**config.mk**
```make
export PLATFORM = sky130hd
export DESIGN_NAME = pwm_dac
export DESIGN_NICKNAME = d
export VERILOG_FILES = /design/src/common/pwm_dac_pkg.sv /design/src/rtl/pwm_channel.sv /design/src/rtl/pwm_dac.sv
export SDC_FILE = /design/constraint.sdc
export NUM_CORES = 1
export LEC_CHECK = 0
export ABC_AREA = 1
export ABC_CLOCK_PERIOD_IN_PS = 4650
export BUFFER_PORTS_ARGS = -buffer_cell sky130_fd_sc_hd__buf_2
export CORE_ASPECT_RATIO = 1.5
export CORE_UTILIZATION = 40
export CTS_CLUSTER_DIAMETER = 40
export DETAILED_ROUTE_END_ITERATION = 10
export PLACE_DENSITY = 0.6
export RECOVER_POWER = 25
export SKIP_CTS_REPAIR_TIMING = 1
export SKIP_LAST_GASP = 1
export SYNTH_ARGS = -nofsm -noshare
export SYNTH_HDL_FRONTEND = slang
export SYNTH_SLANG_ARGS = --single-unit
```
**constraint.sdc**
```tcl
create_clock -name sys_clk -period 4.65 [get_ports sys_clk]
set_input_delay 0.2325 -clock sys_clk [delete_from_list [all_inputs] [get_ports sys_clk]]
set_output_delay 0.2325 -clock sys_clk [all_outputs]
set_load 0.01 [all_outputs]
```
**src/common/pwm_dac_pkg.sv**
```systemverilog
// Package for the pulse-width / rate-multiplier DAC block.
// Assumes a 40 MHz system clock and an Avalon-MM register slave.
package pwm_dac_pkg;

    // ****************************************************************
    // Sizes
    // ****************************************************************
    localparam int NUM_CH    = 2;   // Channels (one fine-step pair)
    localparam int CNT_W     = 10;  // Shared counter width
    localparam int PW_W      = 6;   // Pulse-width part
    localparam int FS_W      = 4;   // Fine-step part

    // ****************************************************************
    // Register offsets (byte addresses, word aligned)
    // ****************************************************************
    localparam logic [3:0] OFF_WEIGHT0 = 4'h0;  // pulse_weight_reg ch0
    localparam logic [3:0] OFF_WEIGHT1 = 4'h4;  // pulse_weight_reg ch1
    localparam logic [3:0] OFF_FSTEP   = 4'h8;  // fine_step_pair_reg
    localparam logic [3:0] OFF_COUNT   = 4'hc;  // Shared counter (RO)

    // ****************************************************************
    // Field positions and reset values
    // ****************************************************************
    localparam int WEIGHT_POL_BIT  = 6;   // polarity_invert
    localparam int WEIGHT_ONE_BIT  = 7;   // Reads as one
    localparam int FSTEP_HI_LSB    = 4;   // Odd channel field
    localparam logic [7:0] WEIGHT_RESET = 8'h80;
    localparam logic [7:0] FSTEP_RESET  = 8'h00;

endpackage : pwm_dac_pkg

```
**src/rtl/pwm_channel.sv**
```systemverilog
// One output channel of the pulse-width / rate-multiplier DAC.
// Assumes settings already held stable for the whole 64-clock cycle.
`timescale 1ns/1ps
module pwm_channel
    import pwm_dac_pkg::*;
(
    input  wire logic            sys_clk,
    input  wire logic            nrst,
    input  wire logic [CNT_W-1:0] count,       // Shared counter
    input  wire logic [PW_W-1:0] weight,      // Pulse length
    input  wire logic [FS_W-1:0] fine_step,   // Rate multiplier
    input  wire logic            pol_inv,     // Inverted polarity
    output logic                 pwm_out      // Pin level
);

    // ****************************************************************
    // Decode
    // ****************************************************************
    wire logic [PW_W-1:0] low_cnt = count[PW_W-1:0];
    wire logic [FS_W-1:0] cyc     = count[CNT_W-1:PW_W];
    // Cycle selected for extension; cycle 0 never matches
    wire logic sel8   = fine_step[0] & (cyc == 4'h8);
    wire logic sel4   = fine_step[1] & (cyc[2:0] == 3'h4);
    wire logic sel2   = fine_step[2] & (cyc[1:0] == 2'h2);
    wire logic sel1   = fine_step[3] & cyc[0];
    wire logic extend = sel8 | sel4 | sel2 | sel1;
    // Pulse start at wrap of low bits; extension starts one clock
    // earlier, at the last count of the previous cycle
    wire logic wrap_now  = (low_cnt == 6'h3f);
    // One count ahead of the wrap: decides the pin level at the wrap
    wire logic pre_wrap  = (low_cnt == 6'h3e);
    wire logic [FS_W-1:0] next_cyc = cyc + 4'h1;
    wire logic next_ext = (fine_step[0] & (next_cyc == 4'h8))
                        | (fine_step[1] & (next_cyc[2:0] == 3'h4))
                        | (fine_step[2] & (next_cyc[1:0] == 2'h2))
                        | (fine_step[3] & next_cyc[0]);
    // Active level inside the pulse
    logic pulse_q;
    logic pulse_d;

    // ****************************************************************
    // Pulse state: set at wrap, cleared on weight match
    // ****************************************************************
    always_comb begin
        pulse_d = pulse_q;
        // Register lags one count, so the extra clock is set up at 3Eh
        if (pre_wrap && next_ext) begin
            pulse_d = 1'b1;
        end else if (wrap_now) begin
            pulse_d = (weight != 6'h00);
        end else if ((low_cnt + 6'h01) == weight) begin
            pulse_d = 1'b0;
        end
    end

    // Registered pulse and pin
    always_ff @(posedge sys_clk or negedge nrst) begin
        if (!nrst) begin
            pulse_q <= 1'b0;
            pwm_out <= 1'b0;
        end else begin
            pulse_q <= pulse_d;
            pwm_out <= pulse_d ^ pol_inv;
        end
    end

    // extend is kept for readability of the selection table
    wire logic unused_ok = extend;

endmodule : pwm_channel

```
**src/rtl/pwm_dac.sv**
```systemverilog
// Pulse-width / rate-multiplier DAC with Avalon-MM register slave.
// Assumes one 40 MHz clock, async active-low reset, RC filters on pins.
//
// The placing of the registers and the Avalon-MM register port are this design's own decisions.
`timescale 1ns/1ps
// Functional notes
// - 10-bit value: 6 width, 4 fine-step
// - Counter every clock; low wrap starts pulse
// - Low bits equal weight ends pulse
// - Bit 6 inverts output polarity
// - Bits 5:0 hold pulse length
// - Weight bit 7 always reads one
// - Extension adds one clock before pulse
// - Fine-step bits select cycles additively
// - Shared fine-step register, reset 00h
// - Zero weight and step: output low
// - 3Fh/0Fh: low only at last count of cycle 15
// - Zero values, inverted: constant high
// - Outputs driven low after reset
module pwm_dac
    import pwm_dac_pkg::*;
(
    input  wire logic        sys_clk,
    input  wire logic        nrst,
    input  wire logic [3:0]  avs_address,      // Byte address
    input  wire logic        avs_read,
    input  wire logic        avs_write,
    input  wire logic [31:0] avs_writedata,
    input  wire logic [3:0]  avs_byteenable,
    output logic      [31:0] avs_readdata,
    output logic             avs_waitrequest,
    output logic      [1:0]  avs_response,
    output logic [NUM_CH-1:0] pwm_out           // Output pins
);

    // ****************************************************************
    // Bus decode
    // ****************************************************************
    // One wait state: waitrequest high on first cycle of a request
    logic ack_q;
    wire logic req      = avs_read | avs_write;
    wire logic done     = req & ack_q;
    wire logic wr_ok    = avs_write & done & avs_byteenable[0];
    wire logic hit_w0   = (avs_address == OFF_WEIGHT0);
    wire logic hit_w1   = (avs_address == OFF_WEIGHT1);
    wire logic hit_fs   = (avs_address == OFF_FSTEP);
    wire logic hit_cnt  = (avs_address == OFF_COUNT);
    wire logic mapped   = hit_w0 | hit_w1 | hit_fs | hit_cnt;

    assign avs_waitrequest = req & ~ack_q;

    // ****************************************************************
    // Registers: shadow (software) and live (applied)
    // ****************************************************************
    logic [6:0]      weight_sh_q [NUM_CH];   // Polarity + width
    logic [6:0]      weight_lv_q [NUM_CH];   // Applied copy
    logic [7:0]      fstep_sh_q;             // Shadow pair
    logic [7:0]      fstep_lv_q;             // Applied pair
    logic [CNT_W-1:0] count_q;               // Shared counter
    // Boundary: last count before low bits wrap
    wire logic boundary = (count_q[PW_W-1:0] == 6'h3f);

    // Acknowledge flop for the single wait state
    always_ff @(posedge sys_clk or negedge nrst) begin
        if (!nrst) begin
            ack_q <= 1'b0;
        end else begin
            ack_q <= req & ~ack_q;
        end
    end

    // Free running shared counter
    always_ff @(posedge sys_clk or negedge nrst) begin
        if (!nrst) begin
            count_q <= '0;
        end else begin
            count_q <= count_q + 10'h001;
        end
    end

    // Software writes land in shadows
    always_ff @(posedge sys_clk or negedge nrst) begin
        if (!nrst) begin
            weight_sh_q[0] <= WEIGHT_RESET[6:0];
            weight_sh_q[1] <= WEIGHT_RESET[6:0];
            fstep_sh_q     <= FSTEP_RESET;
        end else if (wr_ok) begin
            if (hit_w0) begin
                weight_sh_q[0] <= avs_writedata[6:0];
            end
            if (hit_w1) begin
                weight_sh_q[1] <= avs_writedata[6:0];
            end
            if (hit_fs) begin
                fstep_sh_q <= avs_writedata[7:0];
            end
        end
    end

    // Shadows copied to live values at the cycle boundary
    always_ff @(posedge sys_clk or negedge nrst) begin
        if (!nrst) begin
            weight_lv_q[0] <= WEIGHT_RESET[6:0];
            weight_lv_q[1] <= WEIGHT_RESET[6:0];
            fstep_lv_q     <= FSTEP_RESET;
        end else if (boundary) begin
            weight_lv_q[0] <= weight_sh_q[0];
            weight_lv_q[1] <= weight_sh_q[1];
            fstep_lv_q     <= fstep_sh_q;
        end
    end

    // ****************************************************************
    // Read data
    // ****************************************************************
    wire logic [7:0] rd_w0  = {1'b1, weight_sh_q[0]};
    wire logic [7:0] rd_w1  = {1'b1, weight_sh_q[1]};
    wire logic [9:0] rd_sel = hit_w0  ? {2'b00, rd_w0} :
                              hit_w1  ? {2'b00, rd_w1} :
                              hit_fs  ? {2'b00, fstep_sh_q} :
                              hit_cnt ? count_q : 10'h000;

    // Registered read data and response
    always_ff @(posedge sys_clk or negedge nrst) begin
        if (!nrst) begin
            avs_readdata <= 32'h0000_0000;
            avs_response <= 2'b00;
        end else if (req & ~ack_q) begin
            avs_readdata <= avs_read ? {22'h0, rd_sel} : 32'h0;
            avs_response <= mapped ? 2'b00 : 2'b11;  // Decode error
        end
    end

    // ****************************************************************
    // Channels
    // ****************************************************************
    wire logic [FS_W-1:0] fs_lo = fstep_lv_q[FS_W-1:0];
    wire logic [FS_W-1:0] fs_hi = fstep_lv_q[7:FSTEP_HI_LSB];

    // Channel 0, lower half of the fine-step pair
    pwm_channel u_ch0 (
        .sys_clk   (sys_clk),
        .nrst      (nrst),
        .count     (count_q),
        .weight    (weight_lv_q[0][PW_W-1:0]),
        .fine_step (fs_lo),
        .pol_inv   (weight_lv_q[0][WEIGHT_POL_BIT]),
        .pwm_out   (pwm_out[0])
    );

    // Channel 1, upper half of the fine-step pair
    pwm_channel u_ch1 (
        .sys_clk   (sys_clk),
        .nrst      (nrst),
        .count     (count_q),
        .weight    (weight_lv_q[1][PW_W-1:0]),
        .fine_step (fs_hi),
        .pol_inv   (weight_lv_q[1][WEIGHT_POL_BIT]),
        .pwm_out   (pwm_out[1])
    );

endmodule : pwm_dac

```
Yosys cells after proc, flatten, opt, wreduce, memory -nomap -nowiden
Cells that the tools add are included.

storage, ports and cells
  register bits = 93
  logic and storage cells = 72
  output and inout port bits = 37

operators by class
  bitwise gates (word level) = 25
  reduce and logical (&&, ||, !) cells = 8
  equality and inequality tests = 10
  add/sub/neg operators = 3
  mux-type cells = 12

operators with widths
  operator               number
  $mux 10                5
  $and 1x1->1            12
  $eq 4x4->1 const B     3
  $eq 6x6->1             2
  $eq 6x6->1 const B     2
  $reduce_bool 6->1      2
  $add 10x1->10 const B  1
  $or 1x1->1             10
  $add 6x1->6 const B    1
  $mux 1                 6
  $reduce_and 2->1       3
  $add 4x1->4 const B    1
  $eq 4x3->1 const B     1
  $logic_not 4->1        1
  $eq 3x3->1 const B     1
  $eq 2x2->1 const B     1
  $logic_and 1x1->1      2
  $mux 2                 1
  $xor 1x1->1            2
  $not 1->1              1

Longest topological paths before layout
Gate-level depths: netlist (run 1).

  word-level depth = 9
  gate-level depth with buffers = 13
  gate-level depth less buffers = 13

Hierarchy
Synthesis (run 1) repeated with hierarchy kept, for this count alone.

unflattened totals
  cell total of the unflattened synthesis = 522
  area, all modules = 3990.1 um^2

by module, submodules not included
  module       cells an instance  seq. area each (um^2)  instances  area an instance (um^2)
  pwm_dac      350                1651.6                 1          3109.2
  pwm_channel  86                 50.0                   2          440.4

Worst setup path after synthesis (run 1)
OpenSTA, ideal clock, no wires.

  path type = flip-flop to flip-flop
  start point = register count_q[0]
  end point = register u_ch1.pwm_out
  period minus slack after synthesis = 1576 ps
  setup slack = 3074 ps
  data arrival time = 1459 ps
  setup time = 116 ps
  data required time = 4534 ps
  stages on the path, launching flop included = 14
  cell sequence = dfrtp_1 > inv_2 > ha_1 > inv_1 > nand2_1 > nand2_1 > nor2_1 > nand3_1 > nor2_1 > nand3_2 > nand2_2 > nand2_2 > nand2_1 > nand2_1

between the ends
  longest elaborated chain between the ends = 6

RTL lines
  what                      line               source
  start: declaration        pwm_dac.sv:59      logic [CNT_W-1:0] count_q;
  start signal: assignment  pwm_dac.sv:77      count_q <= count_q + 10'h001;
  $add 6x1->6               pwm_channel.sv:51  end else if ((low_cnt + 6'h01) == weight) begin
  $eq 6x6->1                pwm_channel.sv:51
  $mux 1                    pwm_channel.sv:51
  $mux 1                    pwm_channel.sv:49  end else if (wrap_now) begin
  $mux 1 *                  pwm_channel.sv:47  if (pre_wrap && next_ext) begin
  net u_ch1.pulse_d         pwm_channel.sv:39  logic pulse_d;
  $xor 1x1->1 *             pwm_channel.sv:63  pwm_out <= pulse_d ^ pol_inv;
  end signal: assignment    pwm_channel.sv:63
  end: declaration          pwm_channel.sv:13  output logic pwm_out

Mark *: on every way through the listed nets, which the timed path passes. The rest lies on a longest branch.
A chain may end at the register's enable or synchronous reset.

Worst setup path in the final report (run 1)
  start point = register count_q[0]
  end point = register u_ch0.pwm_out

between the ends
  longest elaborated chain between the ends = 6

RTL lines
  what                    line
  $add 6x1->6             pwm_channel.sv:51
  $eq 6x6->1              pwm_channel.sv:51
  $mux 1                  pwm_channel.sv:51
  $mux 1                  pwm_channel.sv:49
  $mux 1 *                pwm_channel.sv:47
  $xor 1x1->1 *           pwm_channel.sv:63
  end signal: assignment  pwm_channel.sv:63
  end: declaration        pwm_channel.sv:13

Mark *: on every way between the ends. The rest lies on a longest branch, timed or not.

==> impl_summary.log, run 1 <==
INFO  metric tritoncts_num_sinks = 70
INFO  metric yosysTopAreaCellShare = between 40% and 50%
INFO  metric worstPathMaxFanout = 36
INFO  metric r2r-start = count_q[0]
INFO  metric status = complete, no violations
INFO  metric mappedNetlistArea = approximately 0.0035 mm2
INFO  metric share_of_the_yosys_chip_area_belonging_to_registers = 49.6%
INFO  metric grt.busiest_layer = met2
INFO  metric numCtsBuffers = 9
INFO  metric post_drt_wl_per_cell = 14.2 um
INFO  metric max_slew.worst_pin.slew = 759 ps
INFO  metric root_buffer = sky130_fd_sc_hd__clkbuf_16
INFO  metric cts_max_level = 3
INFO  metric chipWidth = a little under 80 um
INFO  metric synth-simple-area-share = around 22%
INFO  metric synth.yosys.warnings = 0
INFO  metric post-dp-hpwl = just under 6000 um
INFO  metric maximum_number_of_pins_on_one_net_before_global_route_repair = 60
INFO  metric dieArea = ~0.0092 mm2
INFO  metric syn_avg_cell_area = 8.37 um2
INFO  metric ys_types = 35
INFO  metric max-clock-path-buffers = 2
INFO  metric fin_nets = 498
INFO  metric ys_ff_latch = 70
INFO  metric maxSlewHeadroom = 49.4%
INFO  metric initial_utilization = 41.5%
INFO  metric synth_cells = 422
INFO  metric core_rows = 41
INFO  metric synth_mux_area_share = 0%
INFO  metric post_route_insts_no_fill = approximately 560
INFO  metric worstPathArrival = 2290 ps
INFO  metric antenna_cells_inserted = 0
INFO  metric kind_of_end_point_of_the_critical_path = flip-flop
INFO  metric grt.total_usage = between 15 and 20%
INFO  metric layout_min_cycle_time = 2070 ps
INFO  metric beginning_of_the_critical_path = count_q[0]
INFO  metric grt_use_met3 = between 3 and 4%
INFO  metric tritoncts = done
INFO  metric worst_setup_path_endpoint = u_ch0.pwm_out
INFO  metric post_route_cells_drive_above_1_share = 11.8%
INFO  metric core_area = 0.00852 mm2
INFO  metric finalWeightedCongestion = 0.858
INFO  metric p_leak = 1.93 nW
INFO  metric finalMaxSlewViolations = 0
INFO  metric rr_worst_depth = 7
INFO  metric setup-tns-final = 0 ps
INFO  metric top_level_ports = 81
INFO  metric timing.hold.worst.class = input port to flip-flop
INFO  metric clock_insertion_delay_worst_skew = 330 ps
INFO  metric drc = 0
INFO  metric vias = between 2k and 3k
INFO  metric synth_top_cells_by_area = sky130_fd_sc_hd__dfrtp_1 50%, sky130_fd_sc_hd__nand2_1 12%, sky130_fd_sc_hd__o21ai_0 6.5%
INFO  metric rsz0062_at_grt = false
INFO  metric synth_fa_ha_area_share = 0.708%
INFO  metric drt_pass1_iterations = 4
INFO  metric finalHoldViolCount = 0
INFO  metric cp-start-kind = flip-flop
INFO  metric drt-total-wl = between 8000 and 9000 um
INFO  metric power.density = 381 mW/mm2
INFO  metric area.growth.synth_to_final = 11.7%
INFO  metric antenna_found_initial = 0
INFO  metric max_freq = roughly 480 MHz
INFO  metric rrSetupSlack = about 2600 ps
INFO  metric setup_viol = 0
INFO  metric grt-ovfl-total = 0
INFO  metric synth_top_cell_by_area = sky130_fd_sc_hd__dfrtp_1
INFO  metric critical_path_required = 4870 ps
INFO  metric worstReg2RegEnd = u_ch0.pwm_out
INFO  metric global_route.usage.met1 = 22.4%
INFO  metric cell_count_after_placement = 547
INFO  metric via_count_of_the_first_global_routing_pass = roughly 2.6k
INFO  metric grt_first_pass_wirelength = 13,100 um
INFO  metric die_y = 117 um
INFO  metric timing.hold.worst_path_depth = 3
INFO  metric finalCritPeriodShare = between 40% and 50%
INFO  metric detailedRoute.firstIterationViolations = 171
INFO  metric drv_cap = 0
INFO  metric vias_per_cell = 4.90
INFO  metric synth_top_family_by_area = simple AND/OR/NAND/NOR gates
INFO  metric clk_pin_slew = ~60 ps
INFO  metric global_route.usage.met2 = about a third
INFO  metric criticalPathCategory = flip-flop to flip-flop
INFO  metric fin_util = roughly 46%
INFO  metric synthXorXnorAreaFrac = 0.744%
INFO  metric fill_cells = roughly 870
INFO  metric ant_nets = 0
INFO  metric ir_worst_vdd = about 0.26 mV
INFO  metric complex_gate_fraction_of_the_synthesized_area = 13.7%
INFO  metric port-buffer-count = 31
INFO  metric final.setup_skew = 8.78 ps
## synth_stat cells
cell type and n:
sky130_fd_sc_hd__nand3_2 3, sky130_fd_sc_hd__o22ai_1 1, sky130_fd_sc_hd__o211ai_1 6, sky130_fd_sc_hd__a211oi_1 1, sky130_fd_sc_hd__o21a_1 1, sky130_fd_sc_hd__nand4_1 6
sky130_fd_sc_hd__nor2_1 20, sky130_fd_sc_hd__o31ai_1 1, sky130_fd_sc_hd__and3_1 1, sky130_fd_sc_hd__o21ai_2 8, sky130_fd_sc_hd__a21oi_1 3, sky130_fd_sc_hd__inv_1 51
sky130_fd_sc_hd__o221ai_1 7, sky130_fd_sc_hd__a21oi_2 1, sky130_fd_sc_hd__buf_6 2, sky130_fd_sc_hd__nand3_1 20, sky130_fd_sc_hd__o21ai_0 46, sky130_fd_sc_hd__clkbuf_1 3
sky130_fd_sc_hd__conb_1 1, sky130_fd_sc_hd__xor2_1 3, sky130_fd_sc_hd__nor2_8 1, sky130_fd_sc_hd__inv_4 1, sky130_fd_sc_hd__nand2_2 7, sky130_fd_sc_hd__nor2_2 4
sky130_fd_sc_hd__inv_2 4, sky130_fd_sc_hd__buf_2 3, sky130_fd_sc_hd__o21ai_1 3, sky130_fd_sc_hd__a22o_1 1, sky130_fd_sc_hd__nor2_4 2, sky130_fd_sc_hd__dfrtp_1 70
sky130_fd_sc_hd__ha_1 2, sky130_fd_sc_hd__clkbuf_2 1, sky130_fd_sc_hd__nand2_1 111, sky130_fd_sc_hd__nor3_1 1, sky130_fd_sc_hd__buf_4 26
## cells by family after synthesis
| logic type | count (synthesis) |
|---|---|
| other cells | 1 |
| fa+ha+maj | 2 |
| xor+xnor | 3 |
| simple gates | 176 |
| buf+inv | 91 |
| compound gates | 79 |
| flops | 70 |
## placed cells by master (no fill, tap or decap), types with 4 or more instances in the layout
cell                          n
sky130_fd_sc_hd__o221ai_1     7
sky130_fd_sc_hd__nor2_1      23
sky130_fd_sc_hd__a21oi_1      4
sky130_fd_sc_hd__o21ai_2      8
sky130_fd_sc_hd__buf_2       15
sky130_fd_sc_hd__clkbuf_1    16
sky130_fd_sc_hd__o211ai_1     6
sky130_fd_sc_hd__nand4_1      6
sky130_fd_sc_hd__o21ai_0     46
sky130_fd_sc_hd__nand3_1     21
sky130_fd_sc_hd__dfrtp_1     70
sky130_fd_sc_hd__conb_1      22
sky130_fd_sc_hd__nand2_1    112
sky130_fd_sc_hd__inv_1       52
sky130_fd_sc_hd__clkbuf_16    9
sky130_fd_sc_hd__nand2_2      6
## flip-flops by register name, indices dropped and copies added (netlist names)
signal and flops:
rd_w0 7, fstep_lv_q 8, u_ch0.pwm_out 1, fstep_sh_q 8, avs_response 1, rd_w1 7
weight_lv_q 14, u_ch1.pwm_out 1, u_ch1.pulse_q 1, avs_readdata 10, count_q 10, u_ch0.pulse_q 1
ack_q 1
## cell type report
class / instances / area (um2) / area share [%]
flip-flops and latches: 70 / 1750 / 44.4
well taps: 107 / 134 / 3.39
inverters: 56 / 213 / 5.39
multi-input cells: 282 / 1370 / 34.7
repair buffers: 33 / 153 / 3.87
clock buffers: 10 / 239 / 6.06
clock inverters: 6 / 85.1 / 2.16
## worst min path at each step
stage	from	endpoint	slack (ps)
floorplan	nrst	ack_q	-60
global placement	nrst	count_q[6]	110
detailed placement	nrst	count_q[7]	120
CTS	nrst	fstep_lv_q[5]	-230
global route	avs_writedata[0]	rd_w0[0]	190
finish	avs_writedata[7]	fstep_sh_q[7]	160
## metal layers
layer / wire, um / part of all wire [%]
met3: 319 / 4.0
met1: 3270 / 41
met5: 0 / 0
met4: 191 / 2.4
met2: 4250 / 53
## report_power, final
part,internal (mW),switching [mW],leakage [nW],total (mW)
logic,0.0296,0.0712,0.833,0.101
registers,0.642,0.0263,0.942,0.668
clock network,0.482,0.252,0.154,0.733
## worst max-delay path, stage by stage (launching register included)
cell and delay [ps]:
sky130_fd_sc_hd__dfrtp_1 440, sky130_fd_sc_hd__ha_1 330, sky130_fd_sc_hd__nand3_2 190, sky130_fd_sc_hd__nor2_8 410
sky130_fd_sc_hd__inv_4 150, sky130_fd_sc_hd__o21a_1 270, sky130_fd_sc_hd__nand3_1 100, sky130_fd_sc_hd__nand2_1 50
## per-stage QoR
step / cell area [um2] / power, mW / hold slack [ps] / setup WS [ps]
floorplan: 3610 / 0.746 / -63.1 / 3070
global placement: 3660 / 0.781 / 114 / 2560
detailed placement: 3660 / 0.783 / 122 / 2560
CTS: 3980 / 1.52 / -231 / 2530
global route: 3950 / 1.56 / 192 / 2410
finish: 3950 / 1.50 / 162 / 2580
Power figures use the tool's default switching activity.
==> run 2, diff against run 1 <==
Settings changed: ABC_AREA 1 to 0, ABC_CLOCK_PERIOD_IN_PS 4650 to 2160.
Clock period 4.65 ns to 2.16 ns, I/O delays scaled along.
==> run 2 against run 1 <==
Via count down 11%. Sequential share of layout area decreased by 2.1 points. Area after synthesis grew 1.4%. Synthesized cell count decreased by 26%. Register-to-register slack got worse by 2500 ps. Highest routed layer unchanged. Clock power rose by 110%.
==> impl_summary.log, run 2 <==
INFO  metric ant_nets = 0 (unchanged)
INFO  metric multiInputGateArea = 0.00164 mm2 (+19%)
INFO  metric vias_per_cell = 5.26 (+7.3%)
INFO  metric worstPathMaxFanout = 11 (-69%)
INFO  metric cell_count_after_placement = 450 (-18%)
INFO  metric synth_async_sr_flop_share = 100% (unchanged)
INFO  metric grt_first_pass_wirelength = 12,400 um (-5.2%)
INFO  metric vias = 2,455 (-11%)
INFO  metric synth_edf_count = 0 (unchanged)
INFO  metric post-dp-hpwl = 5760 um (-2.4%)
INFO  metric tritoncts_num_sinks = 70 (unchanged)
INFO  metric share_of_the_yosys_chip_area_belonging_to_registers = 48.9% (-0.69 points)
INFO  metric worstPathBufferInverterCount = 0 (-1)
INFO  metric worst_hold_slack = 13.3 ps (-149 ps)
INFO  metric ys_ff_latch = 70 (unchanged)
INFO  metric post_route_cells_drive_above_1_share = 26.4% (+15 points)
INFO  metric r2r-start = count_q[3]
INFO  metric intPower = 2.51 mW (+120%)
INFO  metric cell_with_the_most_instances_after_synthesis = sky130_fd_sc_hd__dfrtp_1
INFO  metric max_freq = 491 MHz (+1.8%)
INFO  metric synth_top_cell_by_area = sky130_fd_sc_hd__dfrtp_1
INFO  metric drt-total-wl = 7500 um (-6.6%)
INFO  metric critical_path_required = 2420 ps (-2450 ps)
INFO  metric series_of_cell_instances_along_the_critical_path = or3_1 -> a311oi_1 -> a211oi_1 -> or4_1 -> nand4_1
INFO  metric stdcell_area = 0.00415 mm2 (+5.1%)
INFO  metric layout_min_cycle_time = 2040 ps (-36.5 ps)
INFO  metric combinationalPowerShare = 6.8% (about the same)
INFO  metric finalHoldViolCount = 0 (unchanged)
INFO  metric finalWeightedCongestion = 0.808 (-5.8%)
INFO  metric power.density = 781 mW/mm2 (+110%)
INFO  metric tritoncts = done
INFO  metric grt.total_usage = 17.8% (-1.4 points)
INFO  metric ys_types = 42 (+20%)
INFO  metric mappedNetlistArea = 0.00358 mm2 (+1.4%)
INFO  metric drv_cap = 0 (unchanged)
INFO  metric finalCritPeriodShare = 94.3% (+50 points)
INFO  metric rrSetupSlack = 120 ps (-2450 ps)
INFO  metric clk_pin_slew = 60 ps (about the same)
INFO  metric synthXorXnorAreaFrac = 6.42% (+5.7 points)
INFO  metric port-buffer-count = 31 (unchanged)
INFO  metric place_worst_setup_slack = 103 ps (-2450 ps)
INFO  metric core_rows = 41 (unchanged)
INFO  metric antenna_found_initial = 0 (unchanged)
INFO  metric max_slew.worst_pin.slew = 1160 ps (+405 ps)
INFO  metric syn_avg_cell_area = 11.5 um2 (+37%)
INFO  metric chipWidth = 79.3 um (+0.69%)
INFO  metric finalMaxSlewViolations = 0 (unchanged)
INFO  metric final_cell_mix = 69 x sky130_fd_sc_hd__dfrtp_1, 44 x sky130_fd_sc_hd__mux2_2, 29 x sky130_fd_sc_hd__nand2_1, 22 x sky130_fd_sc_hd__conb_1, 17 x sky130_fd_sc_hd__buf_4
INFO  metric complex_gate_fraction_of_the_synthesized_area = 8.97% (-4.7 points)
INFO  metric most_common_library_cell_in_the_layout_ignoring_fill_and_taps = sky130_fd_sc_hd__dfrtp_1
INFO  metric grt_use_met3 = 4.19% (+1.2 points)
INFO  metric min-delay-start = avs_writedata[7]
INFO  metric dieArea = 0.00935 mm2 (+1.4%)
INFO  metric die_y = 118 um (+0.69%)
INFO  metric maxSlewHeadroom = 22.4% (-27 points)
INFO  metric max-clock-path-buffers = 2 (unchanged)
INFO  metric pwr-share-seq = 44.7% (+0.2 points)
INFO  metric criticalPathCategory = flip-flop to flip-flop
INFO  metric area.growth.synth_to_final = 15.7%
INFO  metric post_drt_wl_per_cell = 16.1 um (+13%)
INFO  metric drc = 0 (unchanged)
INFO  metric p_leak = 1.96 nW (+1.6%)
INFO  metric synth_top_family_by_area = multiplexers
INFO  metric beginning_of_the_critical_path = count_q[3]
INFO  metric synth_flop_cell = sky130_fd_sc_hd__dfrtp_1
INFO  metric fill_cells = 798 (-8.2%)
INFO  metric post_route_insts_no_fill = 467 (-17%)
INFO  metric drt_pass1_iterations = 4 (unchanged)
INFO  metric timing.critical_path.max_delay_family = simple AND/OR/NAND/NOR gates
INFO  metric biggestRegsByFlops = weight_lv_q: 14 flops, avs_readdata: 10 flops, count_q: 10 flops
INFO  metric timing.hold.worst.class = input port to flip-flop
INFO  metric top_level_ports = 81 (unchanged)
INFO  metric largest_register_ffs = 14 (unchanged)
INFO  metric detailedRoute.firstIterationViolations = 113 (-34%)
INFO  metric global_route.usage.met1 = 21.5% (-0.91 points)
INFO  metric synth_cells = 312 (-26%)
INFO  metric initial_utilization = 41.8% (+0.34 points)
INFO  metric via_count_of_the_first_global_routing_pass = 2,460 (-5.9%)
INFO  metric kind_of_end_point_of_the_critical_path = flip-flop
INFO  metric global_route.usage.met2 = 29.1% (-4.8 points)
INFO  metric yosysTopAreaCellShare = 48.9% (-0.69 points)
INFO  metric crit_path_top_delay_cell = sky130_fd_sc_hd__dfrtp_1
INFO  metric post-route-worst-setup-slack = 123 ps (-2450 ps)
INFO  metric largest-register = weight_lv_q
INFO  metric dpl-instance-area = 0.00383 mm2 (+4.8%)
INFO  metric status = complete, no violations
INFO  metric setup-tns-final = 0 ps (unchanged)
INFO  metric synth_mux_area_share = 16.1% (+16 points)
INFO  metric switching_share_of_total_power = 22.4% (-0.86 points)
INFO  metric rsz0062_at_grt = false
INFO  metric grt.busiest_layer = met2
INFO  metric grt-ovfl-total = 0 (unchanged)
INFO  metric root_buffer = sky130_fd_sc_hd__clkbuf_16
INFO  metric synth-simple-area-share = 11.2% (-11 points)
INFO  metric synth.yosys.warnings = 0 (unchanged)
INFO  metric antenna_cells_inserted = 0 (unchanged)
INFO  metric clock_insertion_delay_worst_skew = 330 ps (about the same)
INFO  metric yosys-top-cells-count = 70 x sky130_fd_sc_hd__dfrtp_1, 44 x sky130_fd_sc_hd__mux2_2, 29 x sky130_fd_sc_hd__nand2_1
INFO  metric core_area = 0.00857 mm2 (+0.60%)
INFO  metric setup_viol = 0 (unchanged)
INFO  metric synth_fa_ha_area_share = 0.698% (-0.0099 points)
INFO  metric register_area = 0.00175 mm2 (about the same)
INFO  metric synth_top_cells_by_area = sky130_fd_sc_hd__dfrtp_1 49%, sky130_fd_sc_hd__mux2_2 14%, sky130_fd_sc_hd__buf_4 5.7%
INFO  metric cp-start-kind = flip-flop
INFO  metric fin_nets = 401 (-19%)
INFO  metric ir_worst_vdd = 0.629 mV (+140%)
INFO  metric worst_path_largest_cell_delay = 510 ps (+70 ps)
INFO  metric p_switching = 724 uW (+110%)
INFO  metric final.setup_skew = 3.56 ps (-5.22 ps)
INFO  metric p_clk_share = 48.5% (-0.3 points)
INFO  metric worstPathArrival = 2290 ps (about the same)
INFO  metric maximum_number_of_pins_on_one_net_before_global_route_repair = 26 (-57%)
INFO  metric numCtsBuffers = 9 (unchanged)
INFO  metric cts_max_level = 3 (unchanged)
-- run 2: routing by layer --
layer,vias to the layer above,routed length [um]
li1,1172,-
met1,1202,3210
met2,70,3860
met3,11,238
met4,0,198
met5,-,0
-- run 2: kinds of logic after synthesis --
group,after synthesis
xor+xnor,20
buf+inv,45
compound gates,44
other cells,1
mux,52
simple gates,78
fa+ha+maj,2
flops,70
-- run 2: worst paths after layout --
path,to,cells after the start
setup / recovery,u_ch1.pwm_out,5
hold / removal,fstep_sh_q[7],2
setup reg to reg,u_ch1.pwm_out,5
hold reg to reg,avs_readdata[0],2
max in group asynchronous,count_q[4],3
min in group asynchronous,avs_readdata[8],2
-- run 2: area by class of cell --
class | count | area share (%)
timing repair buffer | 50 | 6.70
clock inverter | 6 | 2.05
clock buffer | 10 | 5.76
sequential | 70 | 42.3
inverter | 6 | 0.543
tap | 107 | 3.23
multi-input combinational | 218 | 39.5
-- run 2: power by group through the flow --
stage | Clock (mW) | Sequential [mW] | Combinational, mW
global route | 1.66 | 1.45 | 0.251
detailed placement | 0 | 1.47 | 0.230
floorplan | 0 | 1.45 | 0.166
global placement | 0 | 1.46 | 0.226
CTS | 1.61 | 1.45 | 0.231
finish | 1.57 | 1.45 | 0.221
-- run 2: stage by stage --
step	total power, mW	utilization, %
after floorplan	1.62	-
after global placement	1.69	44.8
after detailed placement	1.70	44.8
after CTS	3.29	48.5
after global routing	3.37	48.4
final	3.24	48.4
